## src/vdbar_map.vh

```
// Purpose: Register map, field positions and reset values of the decoder buffer address bank.
// Assumes: the Avalon-MM slave address carries byte addresses, compared directly with these offsets.
// Notes: All offsets are byte addresses on the 32-bit register bus.
`ifndef VDBAR_MAP_VH
`define VDBAR_MAP_VH

// ----------------------------------------------------------------------------
// Register offsets
// ----------------------------------------------------------------------------
`define VDBAR_STREAM_INFO_OFF 32'h0090_0018
`define VDBAR_MB_CTRL_OFF 32'h0090_0024
`define VDBAR_DMV_OFF 32'h0090_0028
`define VDBAR_INTRA_DC_OFF 32'h0090_002c
`define VDBAR_STREAM_OFF 32'h0090_0030
`define VDBAR_OUT_PIC_OFF 32'h0090_0034
`define VDBAR_REF0_OFF 32'h0090_0038
`define VDBAR_REF1_OFF 32'h0090_003c
`define VDBAR_REF2_OFF 32'h0090_0040
`define VDBAR_MODE_OFF 32'h0090_0100
`define VDBAR_IRQ_STAT_OFF 32'h0090_0104
`define VDBAR_IRQ_EN_OFF 32'h0090_0108
`define VDBAR_IRQ_CLR_OFF 32'h0090_010c

// ----------------------------------------------------------------------------
// Fields
// ----------------------------------------------------------------------------
`define VDBAR_SCP_BIT 31
`define VDBAR_QP_MSB 30
`define VDBAR_QP_LSB 25
`define VDBAR_LEN_MSB 24
`define VDBAR_LEN_LSB 0
`define VDBAR_RLC_BIT 0
`define VDBAR_JPEG_BIT 1
`define VDBAR_FBIT_MSB 7
`define VDBAR_FBIT_LSB 2
`define VDBAR_ALIGN_MASK 32'hffff_fffc
`define VDBAR_IRQ_W 2
`define VDBAR_EV_WB 0
`define VDBAR_EV_ERR 1
`define VDBAR_RESET_VAL 32'h0000_0000

`endif

```

## src/vdbar_regs.v

```verilog
// Purpose: Buffer base address and stream setup registers of a hardware video decoder.
// Assumes: Decoder core events come from logic on clock_in.
// Notes: Avalon-MM slave, one wait cycle on every access.
// Notes on behaviour
// - Initial quantizer field gives picture quantizer value at decode start.
// - Start code present bit: 0 no start codes, 1 start codes.
// - Read-write register holds macroblock control base address.
// - Read-write register holds differential motion vector base address.
// - One base register: intra 4x4 mode in H.264, DC in MPEG-4.
// - Run-level enable 1: stream base is run-level data fetch address.
// - Run-level enable 0: stream base is byte start, bit given by offset field.
// - Buffer exhausted or picture incomplete: hardware writes last used byte address.
// - Stream error or slice order event still writes last byte address.
// - Output picture written starting at output picture base address.
// - Three registers hold reference picture 0, 1 and 2 base addresses.
// - Run-level enable selects variable-length stream or run-level input.
// - First bit offset names starting bit within first stream word.
`timescale 1ns/1ps
`include "vdbar_map.vh"

module vdbar_regs (
  input wire clock_in,
  input wire rst_b_in,
  input wire [31:0] avs_address_in,
  input wire avs_read_in,
  input wire avs_write_in,
  input wire [3:0] avs_byteenable_in,
  input wire [31:0] avs_writedata_in,
  output reg [31:0] avs_readdata_out,
  output wire avs_waitrequest_out,
  input wire stream_buffer_exhausted_in,
  input wire picture_complete_flag_in,
  input wire stream_error_in,
  input wire arbitrary_slice_order_in,
  input wire [31:0] last_byte_addr_in,
  output reg [5:0] initial_quantizer_out,
  output reg start_code_present_out,
  output reg [24:0] stream_length_out,
  output reg run_level_input_enable_out,
  output reg jpeg_mode_out,
  output reg [5:0] first_bit_offset_out,
  output reg [31:0] macroblock_ctrl_base_out,
  output reg [31:0] diff_motion_vector_base_out,
  output reg [31:0] intra_mode_dc_base_out,
  output reg [31:0] run_level_base_out,
  output reg [31:0] stream_start_byte_out,
  output reg [31:0] output_picture_base_out,
  output reg [31:0] ref_picture0_base_out,
  output reg [31:0] ref_picture1_base_out,
  output reg [31:0] ref_picture2_base_out,
  output wire irq_out
);

  // --------------------------------------------------------------------------
  // Storage
  // --------------------------------------------------------------------------
  reg [31:0] info_q;
  reg [31:0] mode_q;
  reg [31:0] mbc_q;
  reg [31:0] dmv_q;
  reg [31:0] idc_q;
  reg [31:0] strm_q;
  reg [31:0] opic_q;
  reg [31:0] ref0_q;
  reg [31:0] ref1_q;
  reg [31:0] ref2_q;
  reg [1:0] irq_stat_q;
  reg [1:0] irq_en_q;
  reg ack_q;
  wire req;
  wire wr_go;
  wire rd_go;
  wire wb_ev;
  wire err_ev;
  reg [1:0] irq_set;
  reg [31:0] rd_d;
  reg ack_d;

  // --------------------------------------------------------------------------
  // Next values and write strobes
  // --------------------------------------------------------------------------
  reg [31:0] info_d;
  reg [31:0] mode_d;
  reg [31:0] mbc_d;
  reg [31:0] dmv_d;
  reg [31:0] idc_d;
  reg [31:0] strm_d;
  reg [31:0] opic_d;
  reg [31:0] ref0_d;
  reg [31:0] ref1_d;
  reg [31:0] ref2_d;
  reg [1:0] irq_en_d;
  reg [1:0] irq_stat_d;
  wire wr_info;
  wire wr_mode;
  wire wr_mbc;
  wire wr_dmv;
  wire wr_idc;
  wire wr_strm;
  wire wr_opic;
  wire wr_ref0;
  wire wr_ref1;
  wire wr_ref2;
  wire wr_irq_en;
  wire wr_irq_clr;
  wire hw_wb;
  wire [31:0] rl_base_d;
  wire [31:0] byte_start_d;

  function [31:0] merge;
    input [31:0] old;
    input [31:0] nw;
    input [3:0] be;
    integer i;
    begin
      merge = old;
      for (i = 0; i < 4; i = i + 1) begin
        if (be[i]) begin
          merge[i*8 +: 8] = nw[i*8 +: 8];
        end
      end
    end
  endfunction

  function hit;
    input [31:0] a;
    input [31:0] off;
    begin
      hit = (a == off);
    end
  endfunction

  // Aligned base registers drop the two low address bits on every write.
  function [31:0] aligned;
    input [31:0] v;
    begin
      aligned = v & `VDBAR_ALIGN_MASK;
    end
  endfunction

  // --------------------------------------------------------------------------
  // Bus handshake
  // --------------------------------------------------------------------------
  // The single wait state registers the decode so read data comes from flops.
  assign req = avs_read_in | avs_write_in;
  assign avs_waitrequest_out = req & ~ack_q;
  assign wr_go = avs_write_in & ack_q;
  assign rd_go = avs_read_in & ~ack_q;
  // A read is decoded in the wait cycle so its data stands at the accepting edge.

  // Writeback events; the error path also returns the address for debugging.
  assign wb_ev = stream_buffer_exhausted_in | ~picture_complete_flag_in;
  assign err_ev = stream_error_in | arbitrary_slice_order_in;

  always @* begin
    ack_d = req & ~ack_q;
  end

  always @(posedge clock_in or negedge rst_b_in) begin
    if (!rst_b_in) begin
      ack_q <= 1'b0;
    end else begin
      ack_q <= ack_d;
    end
  end

  // --------------------------------------------------------------------------
  // Write strobes
  // --------------------------------------------------------------------------
  // One strobe per register keeps the write decode in a single place.
  assign wr_info = wr_go & hit(avs_address_in, `VDBAR_STREAM_INFO_OFF);
  assign wr_mode = wr_go & hit(avs_address_in, `VDBAR_MODE_OFF);
  assign wr_mbc = wr_go & hit(avs_address_in, `VDBAR_MB_CTRL_OFF);
  assign wr_dmv = wr_go & hit(avs_address_in, `VDBAR_DMV_OFF);
  assign wr_idc = wr_go & hit(avs_address_in, `VDBAR_INTRA_DC_OFF);
  assign wr_strm = wr_go & hit(avs_address_in, `VDBAR_STREAM_OFF);
  assign wr_opic = wr_go & hit(avs_address_in, `VDBAR_OUT_PIC_OFF);
  assign wr_ref0 = wr_go & hit(avs_address_in, `VDBAR_REF0_OFF);
  assign wr_ref1 = wr_go & hit(avs_address_in, `VDBAR_REF1_OFF);
  assign wr_ref2 = wr_go & hit(avs_address_in, `VDBAR_REF2_OFF);
  assign wr_irq_en = wr_go & hit(avs_address_in, `VDBAR_IRQ_EN_OFF);
  assign wr_irq_clr = wr_go & hit(avs_address_in, `VDBAR_IRQ_CLR_OFF);
  assign hw_wb = wb_ev | err_ev;

  // --------------------------------------------------------------------------
  // Register writes
  // --------------------------------------------------------------------------
  always @* begin
    info_d = info_q;
    mode_d = mode_q;
    mbc_d = mbc_q;
    dmv_d = dmv_q;
    idc_d = idc_q;
    opic_d = opic_q;
    ref0_d = ref0_q;
    ref1_d = ref1_q;
    ref2_d = ref2_q;
    irq_en_d = irq_en_q;
    if (wr_info) begin
      info_d = merge(info_q, avs_writedata_in, avs_byteenable_in);
    end else if (wr_mode) begin
      mode_d = merge(mode_q, avs_writedata_in, avs_byteenable_in);
    end else if (wr_mbc) begin
      mbc_d = aligned(merge(mbc_q, avs_writedata_in, avs_byteenable_in));
    end else if (wr_dmv) begin
      dmv_d = merge(dmv_q, avs_writedata_in, avs_byteenable_in);
    end else if (wr_idc) begin
      idc_d = merge(idc_q, avs_writedata_in, avs_byteenable_in);
    end else if (wr_opic) begin
      opic_d = aligned(merge(opic_q, avs_writedata_in, avs_byteenable_in));
    end else if (wr_ref0) begin
      ref0_d = aligned(merge(ref0_q, avs_writedata_in, avs_byteenable_in));
    end else if (wr_ref1) begin
      ref1_d = aligned(merge(ref1_q, avs_writedata_in, avs_byteenable_in));
    end else if (wr_ref2) begin
      ref2_d = aligned(merge(ref2_q, avs_writedata_in, avs_byteenable_in));
    end else if (wr_irq_en) begin
      irq_en_d = avs_writedata_in[1:0];
    end
  end

  // Hardware writeback wins over a software write in the same cycle.
  always @* begin
    strm_d = strm_q;
    if (hw_wb) begin
      strm_d = last_byte_addr_in;
    end else if (wr_strm) begin
      strm_d = merge(strm_q, avs_writedata_in, avs_byteenable_in);
    end
  end

  always @(posedge clock_in or negedge rst_b_in) begin
    if (!rst_b_in) begin
      info_q <= `VDBAR_RESET_VAL;
      mode_q <= `VDBAR_RESET_VAL;
      mbc_q <= `VDBAR_RESET_VAL;
      dmv_q <= `VDBAR_RESET_VAL;
      idc_q <= `VDBAR_RESET_VAL;
      strm_q <= `VDBAR_RESET_VAL;
      opic_q <= `VDBAR_RESET_VAL;
      ref0_q <= `VDBAR_RESET_VAL;
      ref1_q <= `VDBAR_RESET_VAL;
      ref2_q <= `VDBAR_RESET_VAL;
      irq_en_q <= 2'b00;
    end else begin
      info_q <= info_d;
      mode_q <= mode_d;
      mbc_q <= mbc_d;
      dmv_q <= dmv_d;
      idc_q <= idc_d;
      strm_q <= strm_d;
      opic_q <= opic_d;
      ref0_q <= ref0_d;
      ref1_q <= ref1_d;
      ref2_q <= ref2_d;
      irq_en_q <= irq_en_d;
    end
  end

  // --------------------------------------------------------------------------
  // Interrupt status
  // --------------------------------------------------------------------------
  always @* begin
    irq_set = 2'b00;
    irq_set[`VDBAR_EV_WB] = wb_ev;
    irq_set[`VDBAR_EV_ERR] = err_ev;
  end

  // A new event in the clearing cycle survives, so no event is ever lost.
  always @* begin
    irq_stat_d = irq_stat_q | irq_set;
    if (wr_irq_clr) begin
      irq_stat_d = (irq_stat_q & ~avs_writedata_in[1:0]) | irq_set;
    end
  end

  always @(posedge clock_in or negedge rst_b_in) begin
    if (!rst_b_in) begin
      irq_stat_q <= 2'b00;
    end else begin
      irq_stat_q <= irq_stat_d;
    end
  end

  assign irq_out = |(irq_stat_q & irq_en_q);

  // --------------------------------------------------------------------------
  // Read path
  // --------------------------------------------------------------------------
  always @* begin
    rd_d = 32'h0000_0000;
    if (hit(avs_address_in, `VDBAR_STREAM_INFO_OFF)) begin
      rd_d = info_q;
    end else if (hit(avs_address_in, `VDBAR_MODE_OFF)) begin
      rd_d = mode_q;
    end else if (hit(avs_address_in, `VDBAR_MB_CTRL_OFF)) begin
      rd_d = mbc_q;
    end else if (hit(avs_address_in, `VDBAR_DMV_OFF)) begin
      rd_d = dmv_q;
    end else if (hit(avs_address_in, `VDBAR_INTRA_DC_OFF)) begin
      rd_d = idc_q;
    end else if (hit(avs_address_in, `VDBAR_STREAM_OFF)) begin
      rd_d = strm_q;
    end else if (hit(avs_address_in, `VDBAR_OUT_PIC_OFF)) begin
      rd_d = opic_q;
    end else if (hit(avs_address_in, `VDBAR_REF0_OFF)) begin
      rd_d = ref0_q;
    end else if (hit(avs_address_in, `VDBAR_REF1_OFF)) begin
      rd_d = ref1_q;
    end else if (hit(avs_address_in, `VDBAR_REF2_OFF)) begin
      rd_d = ref2_q;
    end else if (hit(avs_address_in, `VDBAR_IRQ_STAT_OFF)) begin
      rd_d = {30'h0000_0000, irq_stat_q};
    end else if (hit(avs_address_in, `VDBAR_IRQ_EN_OFF)) begin
      rd_d = {30'h0000_0000, irq_en_q};
    end
  end

  always @(posedge clock_in or negedge rst_b_in) begin
    if (!rst_b_in) begin
      avs_readdata_out <= 32'h0000_0000;
    end else if (rd_go) begin
      avs_readdata_out <= rd_d;
    end
  end

  // --------------------------------------------------------------------------
  // Decoder facing outputs
  // --------------------------------------------------------------------------
  // The stream register is steered to one of two consumers by the input mode.
  // The returned byte address is not meaningful in JPEG mode; software must not use it.
  assign rl_base_d = mode_q[`VDBAR_RLC_BIT] ? strm_q : 32'h0000_0000;
  assign byte_start_d = mode_q[`VDBAR_RLC_BIT] ? 32'h0000_0000 : strm_q;

  always @(posedge clock_in or negedge rst_b_in) begin
    if (!rst_b_in) begin
      initial_quantizer_out <= 6'h00;
      start_code_present_out <= 1'b0;
      stream_length_out <= 25'h000_0000;
      run_level_input_enable_out <= 1'b0;
      jpeg_mode_out <= 1'b0;
      first_bit_offset_out <= 6'h00;
      macroblock_ctrl_base_out <= 32'h0000_0000;
      diff_motion_vector_base_out <= 32'h0000_0000;
      intra_mode_dc_base_out <= 32'h0000_0000;
      run_level_base_out <= 32'h0000_0000;
      stream_start_byte_out <= 32'h0000_0000;
      output_picture_base_out <= 32'h0000_0000;
      ref_picture0_base_out <= 32'h0000_0000;
      ref_picture1_base_out <= 32'h0000_0000;
      ref_picture2_base_out <= 32'h0000_0000;
    end else begin
      initial_quantizer_out <= info_q[`VDBAR_QP_MSB:`VDBAR_QP_LSB];
      start_code_present_out <= info_q[`VDBAR_SCP_BIT];
      stream_length_out <= info_q[`VDBAR_LEN_MSB:`VDBAR_LEN_LSB];
      run_level_input_enable_out <= mode_q[`VDBAR_RLC_BIT];
      jpeg_mode_out <= mode_q[`VDBAR_JPEG_BIT];
      first_bit_offset_out <= mode_q[`VDBAR_FBIT_MSB:`VDBAR_FBIT_LSB];
      macroblock_ctrl_base_out <= mbc_q;
      diff_motion_vector_base_out <= dmv_q;
      intra_mode_dc_base_out <= idc_q;
      run_level_base_out <= rl_base_d;
      stream_start_byte_out <= byte_start_d;
      output_picture_base_out <= opic_q;
      ref_picture0_base_out <= ref0_q;
      ref_picture1_base_out <= ref1_q;
      ref_picture2_base_out <= ref2_q;
    end
  end

endmodule // vdbar_regs

```

## config.mk

```make
export PLATFORM = sky130hd
export DESIGN_NAME = vdbar_regs
export DESIGN_NICKNAME = d
export VERILOG_FILES = /design/src/vdbar_regs.v
export VERILOG_INCLUDE_DIRS = /design/src
export SDC_FILE = /design/constraint.sdc
export NUM_CORES = 1
export LEC_CHECK = 0
export BUFFER_PORTS_ARGS = -buffer_cell sky130_fd_sc_hd__buf_2
export CAP_MARGIN = 20
export CORE_ASPECT_RATIO = 2
export CORE_MARGIN = 2
export CORE_UTILIZATION = 55
export CTS_CLUSTER_SIZE = 30
export DETAILED_ROUTE_END_ITERATION = 16
export PLACE_DENSITY = 0.76
export REMOVE_ABC_BUFFERS = 1
export SYNTH_ARGS = -nofsm -noshare
export SYNTH_HDL_FRONTEND = slang
export SYNTH_SLANG_ARGS = --single-unit
```

## constraint.sdc

```tcl
create_clock -name clock_in -period 3.06 [get_ports clock_in]
set_input_delay 0.612 -clock clock_in [delete_from_list [all_inputs] [get_ports clock_in]]
set_output_delay 0.612 -clock clock_in [all_outputs]
set_load 0.005 [all_outputs]
```

==> metrics.yaml <==
clocking:
  clkTransAtPathRegs_ns: 0.07
  clk_latency_ns: 0.60
  cts_resized: 0
  cts_tree: "built"
  htree_levels: 2
  cts_root_buffer: "clkbuf_16"
  clock_path_buffers: 3
  post_cts_buffers: 0
  cts_buffers: 52
  ctsHoldBuffers: 0
  cts_sinks: 665
floorplan:
  ioPinCount: 470
  start_util_pct: 55.6
  rows: 110
  core_area_sq_mm: 0.0449
  die_y_microns: 305
  die_x_microns: 155
  dieArea_sq_mm: 0.0472
setup_path:
  cp-end-kind: "flip-flop"
  crit_slowest_cell: "nor4_1"
  required_ns: 3.56
  reg2reg_to: "mode_q[25]"
  path_cells: "buf_2 -> or4_4 -> buf_4 -> or2_1 -> buf_4 -> nor4_1 -> buf_4 -> a221oi_1 -> a2bb2oi_1 -> o21ai_0"
  critical_path.top_delay_family: "simple AND/OR/NAND/NOR gates"
  crit_fanout: 7
  rr_startpoint: "ack_q"
  ff2ff_path_depth: 5
  r2r_setup_slack_ns: 0.32
  cp.buffers_inverters: 4
  worst_setup_path_start_kind: "input pin"
  critPathKind: "input pin to flip-flop"
  cpPeakStageDelay_ns: 0.72
  cpMostUsedCell: "buf_4"
  critPathArrivalTime_ns: 3.24
drt:
  vias: 17744
  met1Wirelength_mm: 28.2
  routed_wl_mm: 80.9
  drt_iter0_markers: 1460
  drtAntennaViolNets: 0
  highest_layer: "met5"
  drc: 0
  routed-wl-met2_mm: 41.4
  firstDrtPassIters: 5
  wl_met3_mm: 5.18
  vias_per_cell: 6.03
  wl_per_cell_microns: 27.5
sta:
  clock.fmax_mhz: 365
  finalClockSkew_ns: 0.0236
  tightest_slew_ns: 0.912
  final.setup.worst_slack_ns: 0.317
  relSlewSlack_pct: 38.7
  hold_viol: 0
  slew_violations: 0
  min_period_ns: 2.74
  finalHoldWorstSlack_ns: 0.0226
  tns_ns: 0
  finalSetupViolCount: 0
  rsz0062_at_grt: "false"
  finalCritPeriodShare_pct: 89.6
global_routing:
  grt-ovfl-total: 0
  grt_pass1_vias: 18946
  grt_pass1_wl_mm: 119
  antenna_found_initial: 4
  grt_max_degree: 85
  track_usage_pct: 34.5
yosys:
  synthCells: 1758
  yosysUniqueCellTypes: 74
  synth_warnings: 0
  syn_area_sq_mm: 0.0250
  synth_edf_count: 0
  synth_seq_cells: 665
  ys_seq_area_share_pct: 66.7
  yosys_most_used_dff: "dfrtp_1"
  synth_area_per_cell_sq_um: 14.2
  synthArstFlopShare_pct: 100
min_path:
  min_path_type: "input pin to async pin"
status:
  status: "finished clean"
final_layout:
  area_growth_pct: 24.0
  fin_nets: 2453
  drive_above_1_share_pct: 45.3
  fillers: 3182
power_and_ir_drop:
  p_leak_nw: 16.2
  powerDensity_mw_per_mm2: 528
  irDropWorstVdd_uv: 548
place:
  port_buffers: 459
  place_ws_ns: -0.236
  dp_hpwl_mm: 59.1
  gp_congestion: 0.997
flow_run:
  cap_violations: 0
==> worst max path at each step <==
stage                  startpoint             endpoint  slack [ns]  depth (start not counted)
3_5_place_dp   avs_address_in[13]            idc_q[23]       -0.24                          8
2_1_floorplan   avs_address_in[1]           ref0_q[16]       -1.33                          5
6_report       avs_address_in[13]  avs_readdata_out[5]        0.32                         10
4_1_cts                     ack_q           mode_q[25]        0.36                          5
3_3_place_gp   avs_address_in[13]  avs_readdata_out[5]       -0.21                         10
5_1_grt                     ack_q           mode_q[25]        0.22                          5
==> layout by cell type, fill, tap and decap left out, drive strengths merged, types with 11 or more instances in the layout <==
| cell | netlist | layout |
|---|---|---|
| nor4 | 15 | 15 |
| nand3 | 11 | 11 |
| and3 | 19 | 19 |
| or3 | 17 | 17 |
| o221a | 14 | 14 |
| mux2i | 32 | 32 |
| dfrtp | 665 | 665 |
| o22ai | 25 | 25 |
| a22o | 15 | 15 |
| nor3 | 43 | 43 |
| o21ai | 78 | 78 |
| buf | 32 | 640 |
| clkinv | 1 | 12 |
| mux2 | 280 | 280 |
| a222oi | 11 | 11 |
| clkbuf | 84 | 74 |
| nand2 | 66 | 66 |
| a221oi | 15 | 15 |
| nor2 | 91 | 91 |
| nor2b | 36 | 36 |
| and2 | 35 | 35 |
| a21oi | 63 | 63 |
==> registers in the layout, summed over array words and instances, names as in the netlist, 30 cells and up <==
register                     cells
ref2_q                          30
run_level_base_out              32
ref0_q                          30
ref_picture0_base_out           30
opic_q                          30
diff_motion_vector_base_out     32
intra_mode_dc_base_out          32
macroblock_ctrl_base_out        30
dmv_q                           32
avs_readdata_out                32
info_q                          32
mode_q                          32
ref_picture2_base_out           30
strm_q                          32
output_picture_base_out         30
idc_q                           32
ref_picture1_base_out           30
ref1_q                          30
stream_start_byte_out           32
mbc_q                           30
==> layout make-up <==
| type | count | area [sq um] | share of cell area (%) |
|---|---|---|---|
| sequential | 665 | 16600 | 53.8 |
| tap | 560 | 701 | 2.26 |
| multi-input combinational | 983 | 7900 | 25.5 |
| antenna | 1 | 2.50 | 0.00809 |
| inverter | 3 | 11.3 | 0.0364 |
| timing repair buffer | 640 | 4080 | 13.2 |
| clock buffer | 74 | 1480 | 4.79 |
| clock inverter | 17 | 135 | 0.437 |
==> layer usage <==
| layer | track usage, % | up-vias |
|---|---|---|
| met3 | 5.00 | 294 |
| met1 | 39.9 | 9041 |
| met4 | 22.7 | 6 |
| li1 | - | 7429 |
| met2 | 59.6 | 974 |
| met5 | 0 | - |
==> Yosys cell counts (all sizes together), types with 7 or more instances <==
| cell | instances | share of area, % |
|---|---|---|
| a21oi | 63 | 1.3 |
| a221oi | 15 | 0.53 |
| a222oi | 11 | 0.44 |
| a22o | 15 | 0.53 |
| a2bb2oi | 10 | 0.35 |
| and2 | 35 | 0.88 |
| and3 | 19 | 0.48 |
| buf | 32 | 0.85 |
| clkbuf | 84 | 1.3 |
| dfrtp | 665 | 67 |
| mux2 | 280 | 13 |
| mux2i | 32 | 1.3 |
| nand2 | 66 | 1.0 |
| nand3 | 11 | 0.26 |
| nand4 | 7 | 0.18 |
| nor2 | 91 | 1.8 |
| nor2b | 36 | 0.90 |
| nor3 | 43 | 1.5 |
| nor4 | 15 | 0.68 |
| nor4b | 7 | 0.33 |
| o2111ai | 10 | 0.35 |
| o21ai | 78 | 1.6 |
| o221a | 14 | 0.63 |
| o22a | 8 | 0.28 |
| o22ai | 25 | 0.63 |
| o2bb2ai | 9 | 0.32 |
| or3 | 17 | 0.47 |
==> logic make-up after synthesis <==
| logic type | after synthesis | synth area share, % |
|---|---|---|
| AO/OA/AOI/OAI | 287 | 7.80 |
| buffers and inverters | 119 | 2.17 |
| flip-flops | 665 | 66.7 |
| multiplexers | 312 | 13.9 |
| other | 1 | 0.0150 |
| AND/OR/NAND/NOR | 374 | 9.40 |
==> worst reg2reg max path, stage by stage (launching register included) <==
cell,delay (ns)
dfrtp_1,0.43
and2_1,0.54
nand2_1,0.31
buf_4,0.27
nor3_2,0.67
mux2_2,0.42
==> through the flow <==
step / total power (W) / util, % / instances / cell area, sq um
2_1_floorplan: 0.00929 / - / 1651 / 24500
3_3_place_gp: 0.00988 / 65.4 / 2851 / 29300
3_5_place_dp: 0.00990 / 65.4 / 2851 / 29300
4_1_cts: 0.0164 / 69.0 / 2942 / 30900
5_1_grt: 0.0168 / 69.0 / 2942 / 30900
6_report: 0.0163 / 69.0 / 2943 / 31000
==> power by group <==
group	total (W)	internal [W]	switching, W
combinational	0.000801	0.000253	0.000549
sequential	0.00893	0.00887	0.0000666
clock	0.00660	0.00346	0.00313
Note: power is estimated with default switching activity, not from simulation.
